[src/pkg/acr_pkg.sv]
// Register map, field positions, reset values and types of the converter.
`default_nettype none
package acr_pkg;
    // Byte addresses of the word-aligned registers.
    localparam logic [7:0] ADDR_CONFIG = 8'h00;
    localparam logic [7:0] ADDR_CS_TWO = 8'h04;
    localparam logic [7:0] ADDR_CS_ONE = 8'h08;
    localparam logic [7:0] ADDR_RES_HIGH = 8'h0C;
    localparam logic [7:0] ADDR_RES_LOW = 8'h10;
    localparam logic [7:0] ADDR_CMP_HIGH = 8'h14;
    localparam logic [7:0] ADDR_CMP_LOW = 8'h18;
    localparam logic [7:0] ADDR_PIN_ONE = 8'h1C;
    localparam logic [7:0] ADDR_PIN_TWO = 8'h20;
    localparam logic [7:0] ADDR_POWER = 8'h24;
    // Field positions.
    localparam int CFG_LOWPWR_BIT = 7;
    localparam int CFG_DIV_LSB = 5;
    localparam int CFG_LSMP_BIT = 4;
    localparam int CFG_RES_LSB = 2;
    localparam int CFG_CLK_LSB = 0;
    localparam int CS2_ACT_BIT = 7;
    localparam int CS2_HWTRG_BIT = 6;
    localparam int CS2_CMPEN_BIT = 5;
    localparam int CS2_CMPGT_BIT = 4;
    localparam int CS1_CONV_COMPLETE_FLAG_BIT = 7;
    localparam int CS1_COMPLETE_IRQ_ENABLE_BIT = 6;
    localparam int CS1_CONT_BIT = 5;
    // Field codes.
    localparam logic [1:0] RES_TEN_BIT = 2'h2;
    localparam logic [1:0] CLK_BUS = 2'h0;
    localparam logic [1:0] CLK_ASYNC = 2'h3;
    localparam logic [4:0] CHAN_OFF = 5'h1F;
    // Reset values.
    localparam logic [7:0] RST_CONFIG = 8'h00;
    localparam logic [7:0] RST_CS_TWO = 8'h00;
    localparam logic [7:0] RST_CS_ONE = 8'h1F;
    localparam logic [7:0] RST_BYTE = 8'h00;
    // Writable masks: control/status two keeps bits 3:0 at zero.
    localparam logic [7:0] CS2_WMASK = 8'h70;
    localparam logic [7:0] CS1_WMASK = 8'h7F;
    // Power modes.
    typedef enum logic [1:0]
    {
        PM_RUN = 2'b00,
        PM_STOP3 = 2'b01,
        PM_STOP12 = 2'b10
    } acr_pmode_e;
    typedef enum logic [1:0]
    {
        ST_IDLE = 2'b00,
        ST_CONV = 2'b01
    } acr_state_e;
    // Request to and answer from the analog core.
    typedef struct packed
    {
        logic start;
        logic abort;
        logic [4:0] channel;
    } acr_core_req_s;
    typedef struct packed
    {
        logic done;
        logic [9:0] data;
    } acr_core_ans_s;
endpackage
`default_nettype wire

[src/logic/acr_ctrl.sv]
// Register file and sequencing control of the approximation converter.
//
// Operation
// - Stop3 without asynchronous clock aborts the conversion and idles.
// - Stop3 entry or exit never changes the result registers.
// - After a stop3 abort a new trigger is needed to restart.
// - With the asynchronous clock, the converter keeps running in stop3.
// - With the async clock, a running conversion completes in stop3.
// - In stop3 with the async clock, hardware trigger or continuous mode start new conversions.
// - A completion in stop3 sets the flag and may raise a wake request.
// - Entering stop1 or stop2 disables the converter.
// - After stop1 or stop2 every register but power mode holds its reset value.
// - Config holds low power, divider, long sample, resolution, clock.
// - Divider 00 is one, resolution 10 is ten bits, clock 00 bus.
// - Control two holds active flag, trigger, compare enable, direction.
// - Control two bits 3:2 read zero and bits 1:0 stay zero.
// - Control one holds flag, irq enable, continuous, channel select.
// - Compare value registers hold the value used when comparing.
// - Pin control bits disable digital I/O of matching analog pins.
// - Writing control one restarts conversion unless hardware trigger is selected, channel is all ones, or stop1, stop2 or stop3 without async clock holds it idle.
// - In ten-bit mode, between high and low reads, no result lands.
`timescale 1ns/1ps
`default_nettype none
module acr_ctrl
(
    input wire logic pclk,
    input wire logic presetn,
    input wire logic psel,
    input wire logic penable,
    input wire logic pwrite,
    input wire logic [7:0] paddr,
    input wire logic [31:0] pwdata,
    output logic [31:0] prdata,
    output logic pready,
    output logic pslverr,
    input wire logic hw_trigger,
    output acr_pkg::acr_core_req_s core_req,
    input wire acr_pkg::acr_core_ans_s core_ans,
    output logic [15:0] pin_disable,
    output logic [1:0] clock_divide_select,
    output logic low_power_select,
    output logic long_sample_select,
    output logic [1:0] input_clock_select,
    output logic irq
);
    // Registers.
    logic [7:0] converter_config, next_converter_config;
    logic [7:0] control_status_two, next_control_status_two;
    logic [7:0] control_status_one, next_control_status_one;
    logic [9:0] result, next_result;
    logic [7:0] compare_value_high, next_compare_value_high;
    logic [7:0] compare_value_low, next_compare_value_low;
    logic [7:0] pin_control_one, next_pin_control_one;
    logic [7:0] pin_control_two, next_pin_control_two;
    logic [1:0] pmode, next_pmode;
    logic block, next_block;
    logic trig_q1, trig_q2, trig_q3;
    acr_pkg::acr_state_e state, next_state;
    logic start_now, abort_now;

    // Bus decode: zero-wait slave, errors on unmapped addresses.
    logic wr, rd, hit;
    logic [7:0] wbyte;
    assign wr = psel && penable && pwrite;
    assign rd = psel && penable && !pwrite;
    assign wbyte = pwdata[7:0];
    assign pready = 1'b1;
    assign hit = (paddr <= acr_pkg::ADDR_POWER) && (paddr[1:0] == 2'b00);
    assign pslverr = psel && penable && !hit;

    // Field views of the configuration and control registers.
    logic stop3, stop12, async_sel, ten_bit, cont_sel, hw_sel, cmp_en, cmp_gt;
    logic [4:0] channel_select;
    assign stop3 = (pmode == acr_pkg::PM_STOP3);
    assign stop12 = (pmode == acr_pkg::PM_STOP12);
    assign input_clock_select = converter_config[acr_pkg::CFG_CLK_LSB +: 2];
    assign async_sel = (input_clock_select == acr_pkg::CLK_ASYNC);
    assign ten_bit = converter_config[acr_pkg::CFG_RES_LSB +: 2]
        == acr_pkg::RES_TEN_BIT;
    assign clock_divide_select = converter_config[acr_pkg::CFG_DIV_LSB +: 2];
    assign low_power_select = converter_config[acr_pkg::CFG_LOWPWR_BIT];
    assign long_sample_select = converter_config[acr_pkg::CFG_LSMP_BIT];
    assign hw_sel = control_status_two[acr_pkg::CS2_HWTRG_BIT];
    assign cmp_en = control_status_two[acr_pkg::CS2_CMPEN_BIT];
    assign cmp_gt = control_status_two[acr_pkg::CS2_CMPGT_BIT];
    assign cont_sel = control_status_one[acr_pkg::CS1_CONT_BIT];
    assign channel_select = control_status_one[4:0];

    // Hardware trigger comes from a pin: synchronise, then detect a rise.
    always_ff @(posedge pclk or negedge presetn)
    begin
        if (!presetn)
        begin
            trig_q1 <= 1'b0;
            trig_q2 <= 1'b0;
            trig_q3 <= 1'b0;
        end
        else
        begin
            trig_q1 <= hw_trigger;
            trig_q2 <= trig_q1;
            trig_q3 <= trig_q2;
        end
    end
    logic trig_rise;
    assign trig_rise = trig_q2 && !trig_q3;

    // Compare arithmetic: result plus two's complement of the compare value.
    logic [9:0] cmp_val, diff;
    logic cmp_true;
    assign cmp_val = {compare_value_high[1:0], compare_value_low};
    assign diff = 10'(core_ans.data - cmp_val);
    assign cmp_true = cmp_gt ? (core_ans.data >= cmp_val)
                             : (core_ans.data < cmp_val);

    // Sequencer: aborts on mode writes or stop, starts on triggers.
    logic cfg_write, cs1_write, done_ok, stop3_abort;
    assign cs1_write = wr && paddr == acr_pkg::ADDR_CS_ONE;
    assign cfg_write = wr && (paddr == acr_pkg::ADDR_CONFIG
        || paddr == acr_pkg::ADDR_CS_TWO || paddr == acr_pkg::ADDR_CMP_HIGH
        || paddr == acr_pkg::ADDR_CMP_LOW);
    assign stop3_abort = stop3 && !async_sel;
    assign done_ok = state == acr_pkg::ST_CONV && core_ans.done;
    always_comb
    begin
        next_state = state;
        start_now = 1'b0;
        abort_now = 1'b0;
        if (stop12 || stop3_abort || cfg_write)
        begin
            // Idle, and wait for a fresh trigger afterwards.
            abort_now = (state == acr_pkg::ST_CONV);
            next_state = acr_pkg::ST_IDLE;
        end
        else if (cs1_write)
        begin
            abort_now = (state == acr_pkg::ST_CONV);
            start_now = !hw_sel && wbyte[4:0] != acr_pkg::CHAN_OFF;
            next_state = start_now ? acr_pkg::ST_CONV : acr_pkg::ST_IDLE;
        end
        else if (state == acr_pkg::ST_IDLE)
        begin
            // Hardware trigger keeps working in stop3 with the async clock.
            start_now = hw_sel && trig_rise
                && channel_select != acr_pkg::CHAN_OFF;
            next_state = start_now ? acr_pkg::ST_CONV : acr_pkg::ST_IDLE;
        end
        else if (done_ok)
        begin
            // Continuous mode, or a blocked transfer, restarts at once.
            start_now = cont_sel || (block && ten_bit
                && !(cmp_en && !cmp_true));
            next_state = start_now ? acr_pkg::ST_CONV : acr_pkg::ST_IDLE;
        end
    end
    always_ff @(posedge pclk or negedge presetn)
    begin
        if (!presetn)
            state <= acr_pkg::ST_IDLE;
        else
            state <= next_state;
    end
    assign core_req.start = start_now;
    assign core_req.abort = abort_now;
    assign core_req.channel = channel_select;

    // Result transfer, completion flag and read blocking.
    logic transfer;
    assign transfer = done_ok && !(block && ten_bit)
        && !(cmp_en && !cmp_true);

    // Register file next values; stop1/stop2 forces all but the power mode to reset.
    always_comb
    begin
        next_converter_config = converter_config;
        next_control_status_two = control_status_two;
        next_control_status_one = control_status_one;
        next_result = result;
        next_compare_value_high = compare_value_high;
        next_compare_value_low = compare_value_low;
        next_pin_control_one = pin_control_one;
        next_pin_control_two = pin_control_two;
        next_block = block;
        next_pmode = pmode;
        // Power mode is written from the system power controller.
        if (wr && paddr == acr_pkg::ADDR_POWER)
            next_pmode = wbyte[1:0];
        if (wr)
        begin
            case (paddr)
                acr_pkg::ADDR_CONFIG:
                    next_converter_config = wbyte;
                acr_pkg::ADDR_CS_TWO: next_control_status_two =
                    wbyte & acr_pkg::CS2_WMASK;
                acr_pkg::ADDR_CS_ONE:
                begin
                    // Writing control one clears the completion flag.
                    next_control_status_one = wbyte & acr_pkg::CS1_WMASK;
                end
                acr_pkg::ADDR_CMP_HIGH: next_compare_value_high = wbyte;
                acr_pkg::ADDR_CMP_LOW: next_compare_value_low = wbyte;
                acr_pkg::ADDR_PIN_ONE: next_pin_control_one = wbyte;
                acr_pkg::ADDR_PIN_TWO: next_pin_control_two = wbyte;
                default: next_block = block;
            endcase
        end
        // Reading the high byte arms blocking, reading the low byte frees it.
        if (rd && paddr == acr_pkg::ADDR_RES_HIGH)
            next_block = 1'b1;
        if (rd && paddr == acr_pkg::ADDR_RES_LOW)
            next_block = 1'b0;
        // Reading the low byte also clears the flag; a new transfer wins.
        if (rd && paddr == acr_pkg::ADDR_RES_LOW)
            next_control_status_one[acr_pkg::CS1_CONV_COMPLETE_FLAG_BIT] = 1'b0;
        // The result only moves on a completed transfer or on a stop1/stop2 reset.
        if (transfer)
        begin
            next_result = cmp_en ? diff : core_ans.data;
            next_control_status_one[acr_pkg::CS1_CONV_COMPLETE_FLAG_BIT] = 1'b1;
        end
        if (stop12)
        begin
            next_converter_config = acr_pkg::RST_CONFIG;
            next_control_status_two = acr_pkg::RST_CS_TWO;
            next_control_status_one = acr_pkg::RST_CS_ONE;
            next_result = 10'h000;
            next_compare_value_high = acr_pkg::RST_BYTE;
            next_compare_value_low = acr_pkg::RST_BYTE;
            next_pin_control_one = acr_pkg::RST_BYTE;
            next_pin_control_two = acr_pkg::RST_BYTE;
            next_block = 1'b0;
        end
    end
    always_ff @(posedge pclk or negedge presetn)
    begin
        if (!presetn)
        begin
            converter_config <= acr_pkg::RST_CONFIG;
            control_status_two <= acr_pkg::RST_CS_TWO;
            control_status_one <= acr_pkg::RST_CS_ONE;
            result <= 10'h000;
            compare_value_high <= acr_pkg::RST_BYTE;
            compare_value_low <= acr_pkg::RST_BYTE;
            pin_control_one <= acr_pkg::RST_BYTE;
            pin_control_two <= acr_pkg::RST_BYTE;
            block <= 1'b0;
            pmode <= acr_pkg::PM_RUN;
        end
        else
        begin
            converter_config <= next_converter_config;
            control_status_two <= next_control_status_two;
            control_status_one <= next_control_status_one;
            result <= next_result;
            compare_value_high <= next_compare_value_high;
            compare_value_low <= next_compare_value_low;
            pin_control_one <= next_pin_control_one;
            pin_control_two <= next_pin_control_two;
            block <= next_block;
            pmode <= next_pmode;
        end
    end

    // Pin disables follow the pin control bits directly.
    assign pin_disable = {pin_control_two, pin_control_one};
    // Level interrupt, which also serves as the stop3 wake request.
    assign irq = control_status_one[acr_pkg::CS1_CONV_COMPLETE_FLAG_BIT]
        && control_status_one[acr_pkg::CS1_COMPLETE_IRQ_ENABLE_BIT];

    // Read mux; the active flag is live state, reserved bits read zero.
    logic [7:0] rbyte;
    always_comb
    begin
        case (paddr)
            acr_pkg::ADDR_CONFIG: rbyte = converter_config;
            acr_pkg::ADDR_CS_TWO: rbyte = control_status_two
                | {state == acr_pkg::ST_CONV, 7'h00};
            acr_pkg::ADDR_CS_ONE: rbyte = control_status_one;
            acr_pkg::ADDR_RES_HIGH: rbyte = {6'h00, result[9:8]};
            acr_pkg::ADDR_RES_LOW: rbyte = result[7:0];
            acr_pkg::ADDR_CMP_HIGH: rbyte = compare_value_high;
            acr_pkg::ADDR_CMP_LOW: rbyte = compare_value_low;
            acr_pkg::ADDR_PIN_ONE: rbyte = pin_control_one;
            acr_pkg::ADDR_PIN_TWO: rbyte = pin_control_two;
            acr_pkg::ADDR_POWER: rbyte = {6'h00, pmode};
            default: rbyte = 8'h00;
        endcase
    end
    assign prdata = {24'h000000, rbyte};

    // Checks.
    a_stop3_abort: assert property (@(posedge pclk)
        disable iff (!presetn)
        stop3_abort |=> state == acr_pkg::ST_IDLE)
        else $error("stop3 did not idle the converter");
    a_result_hold: assert property (@(posedge pclk)
        disable iff (!presetn)
        !transfer && !stop12 |=> $stable(result))
        else $error("result changed without a transfer");
    a_no_self_resume: assert property (@(posedge pclk)
        disable iff (!presetn)
        state == acr_pkg::ST_IDLE && !cs1_write && !(hw_sel && trig_rise)
        |=> state == acr_pkg::ST_IDLE)
        else $error("converter resumed without trigger");
    a_async_runs: assert property (@(posedge pclk)
        disable iff (!presetn)
        stop3 && async_sel && state == acr_pkg::ST_CONV && !core_ans.done
        && !cfg_write && !cs1_write |=> state == acr_pkg::ST_CONV)
        else $error("conversion lost in stop3 with async clock");
    a_flag_set: assert property (@(posedge pclk)
        disable iff (!presetn)
        transfer && !stop12 |=> control_status_one[7])
        else $error("completion flag not set");
    // The wake request must follow a completion when the enable is set.
    a_irq_wake: assert property (@(posedge pclk)
        disable iff (!presetn)
        transfer && !stop12 && !cs1_write
        && control_status_one[acr_pkg::CS1_COMPLETE_IRQ_ENABLE_BIT] |=> irq)
        else $error("completion did not raise the wake request");
    a_stop12_reset: assert property (@(posedge pclk)
        disable iff (!presetn)
        stop12 |=> converter_config == 8'h00 && pin_control_one == 8'h00
        && state == acr_pkg::ST_IDLE)
        else $error("registers not reset in stop1 or stop2");
    a_cs2_low_zero: assert property (@(posedge pclk)
        disable iff (!presetn)
        control_status_two[3:0] == 4'h0)
        else $error("control two low bits not zero");
    a_block_hold: assert property (@(posedge pclk)
        disable iff (!presetn)
        block && ten_bit && done_ok |=> $stable(result))
        else $error("result transferred while blocked");
    // A high byte read must arm blocking, or the pair could tear.
    a_block_arm: assert property (@(posedge pclk)
        disable iff (!presetn)
        rd && paddr == acr_pkg::ADDR_RES_HIGH && !stop12 |=> block)
        else $error("high byte read did not arm blocking");
    a_irq_level: assert property (@(posedge pclk)
        disable iff (!presetn)
        irq == (control_status_one[7] && control_status_one[6]))
        else $error("interrupt does not follow flag and enable");
    a_cs1_start: assert property (@(posedge pclk)
        disable iff (!presetn)
        cs1_write && !hw_sel && !stop12 && !stop3_abort && !cfg_write
        && wbyte[4:0] != 5'h1F |-> core_req.start)
        else $error("control one write did not start");
endmodule // acr_ctrl
`default_nettype wire

[config.mk]
export PLATFORM = sky130hd
export DESIGN_NAME = acr_ctrl
export DESIGN_NICKNAME = d
export VERILOG_FILES = /design/src/pkg/acr_pkg.sv /design/src/logic/acr_ctrl.sv
export SDC_FILE = /design/constraint.sdc
export NUM_CORES = 1
export LEC_CHECK = 0
export ABC_AREA = 0
export BUFFER_PORTS_ARGS = -buffer_cell sky130_fd_sc_hd__clkbuf_2
export CORE_MARGIN = 10
export CORE_UTILIZATION = 55
export DETAILED_ROUTE_END_ITERATION = 10
export GPL_TIMING_DRIVEN = 1
export PLACE_DENSITY = 0.93
export SLEW_MARGIN = 30
export SYNTH_ARGS = -nofsm -noshare
export SYNTH_HDL_FRONTEND = slang
export SYNTH_SLANG_ARGS = --single-unit
[constraint.sdc]
create_clock -name pclk -period 4.4 [get_ports pclk]
set_input_delay 0.66 -clock pclk [delete_from_list [all_inputs] [get_ports pclk]]
set_output_delay 0.66 -clock pclk [all_outputs]
set_load 0.1 [all_outputs]
==> run summary <==
number of hold buffers added after cts = 0
clock sink count = 68
Routed Antenna Nets = 0
Core Util, Final = 0.609
most frequent cells in the layout = 70 x clkbuf_2, 63 x dfrtp_1, 58 x nor2_1
CTS tree = built
M1 WL = 5320 um
final WL = 13600 um
clk_lat worst skew = 350 ps
commonest non-fill, non-tap cell in the layout = clkbuf_2
gp weighted congestion = 0.954
nature of the critical path startpoint = input pin
worst clock skew = 6.97 ps
Die W = 111 um
layout cell share with drive strength beyond 1 = 0.209
Die Area = 12300 um^2
Slew Viols, Final = 0
Top Metal Used = met4
Cell Count, Final, Fillers Out = 651
Design Area, Final = 4950 um^2
Worst Setup Slack, final = 668 ps
CTS max path bufs = 2
Post-synth EDFFs = 0
I/O Buffers = 71
initial antenna violation count = 0
register area = 1710 um^2
leak pwr = 2.50 nW
First-pass DRT Iterations = 5
# fillers = 674
area of the multi-input gates = 2460 um^2
MaxCap Viol Count = 0
setup violators final = 0
htree depth = 3
clock root cell = clkbuf_8
Crit. End Element = primary output
Crit Path Class = input pin to primary output
worst-margin pin slew = 899 ps
first-pass GRT wire length = 21600 um
routed vias/inst = 6.43
worst hold-check path type = flop to flop
R2R Setup Slk = 1870 ps
starting density of the core = 0.561
Final Hold Viols = 0
1st-iter DRT viols = 554
Slew HR = 0.400
Die Height = 111 um
Core Area = 8130 um^2
IO Pins = 121
PwrDens = 313 nW/um^2
synthesized flop and latch total = 68
vias = 4187
vias in the first global route = 4168
FMAX = 268 MHz
crit-path max FO = 13
ratio of final minimum period to clock period = 0.848
Cell Rows = 33
TritonCTS Buffers = 9
post-synth cell types = 65
DR WL met3 = 1330 um
share of the yosys chip area belonging to registers = 0.374
Clock transition at path regs = 70 ps
number of gates resized after CTS = 0
pre-CTS setup slack = 723 ps
post-synthesis cell count = 496
final setup TNS = 0 ps
ys async rst share = 1.00
Final nets = 609
Mean Syn Cell Area = 9.20 um^2
number of synthesis warnings = 0
RSZ-0062 raised after global routing = false
DP HPWL = 9750 um
peak supply drop = 0.212 mV
Residual DRC = 0
largest net degree at the start of global routing = 57
GRT Total Usage = 0.209
mapped cell area = 4560 um^2
drt wl/cell = 20.8 um
diode count = 0
CP arrival = 3070 ps
crit path time final = 3730 ps
WP data required = 3740 ps
run status = finished, final reports clean
DR WL met2 = 6410 um
Placed Cells = 635
Post-CTS Setup Bufs = 0
top_reg_cell synth = dfrtp_1
Area Overhead vs Synth = 8.50%
overflow left after global routing = 0
Post-DP Area = 4750 um^2
## power breakdown
| part | internal [W] | switching, W |
|---|---|---|
| sequential | 0.000666 | 0.0000367 |
| clock | 0.000291 | 0.000237 |
| combinational | 0.0000771 | 0.000240 |
## layout make-up
type	count	share of cell area
Tap cell	105	0.0265
Timing Repair Buffer	76	0.0793
Sequential cell	68	0.345
Clock buffer	12	0.0313
Clock inverter	4	0.00960
Inverter	14	0.0106
Multi-Input combinational cell	372	0.498
## cells by family (layout without fill, tap and decap cells)
logic type,Yosys count,in the layout,share of synthesized area
multiplexers,55,55,0.121
adder cells (fa/ha/maj),11,11,0.0318
XOR/XNOR,7,7,0.0134
AO/OA/AOI/OAI,98,98,0.152
buffers and inverters,79,106,0.106
other,2,25,0.00165
AND/OR/NAND/NOR,176,176,0.199
flip-flops,68,68,0.374
## path summary, 6_finish.rpt
check                                      from               endpoint  cells after the start
setup / recovery                    core_ans[0]            core_req[6]                     11
min in group asynchronous               presetn     pin_control_two[4]                      1
max in group asynchronous               presetn  control_status_one[1]                      2
hold / removal                          trig_q1                trig_q2                      0
setup reg to reg           compare_value_low[0]              result[8]                      8
hold reg to reg                         trig_q1                trig_q2                      0
## layer usage
layer / track usage / up-vias
met5: 0 / -
met2: 0.342 / 278
met1: 0.253 / 2019
met4: 0.0686 / 0
met3: 0.0693 / 70
li1: - / 1820
## metrics by stage
stage | power, W | hold WS [ps]
after global placement | 0.00102 | 339
after floorplan | 0.000964 | 331
after CTS | 0.00154 | 366
final | 0.00155 | 359
after global routing | 0.00160 | 369
after detailed placement | 0.00102 | 340
## critical path, stage by stage
cell	delay (ps)
clkbuf_2	80
inv_1	70
ha_1	170
inv_1	50
fa_1	440
a21oi_1	210
a211oi_2	120
or4_4	640
nand4_1	140
a21oi_1	90
clkbuf_2	400
## cell usage after synthesis (all sizes together), types with 10 or more instances
cell,count,share of area
buf,55,0.087
ha,10,0.027
inv,13,0.011
nand2,41,0.034
nor2,59,0.050
nand3,23,0.025
a31oi,15,0.021
a21oi,33,0.036
dfrtp,63,0.35
nand4,10,0.016
mux2i,53,0.12
clkbuf,10,0.0082
## flip-flops by register name (all words and copies together) (netlist names), 3 cells and up
name                flops
compare_value_high      8
converter_config        8
result                 10
control_status_one      8
pin_control_two         8
pin_control_one         8
control_status_two      3
compare_value_low       8
Note: power is estimated with default switching activity, not from simulation.
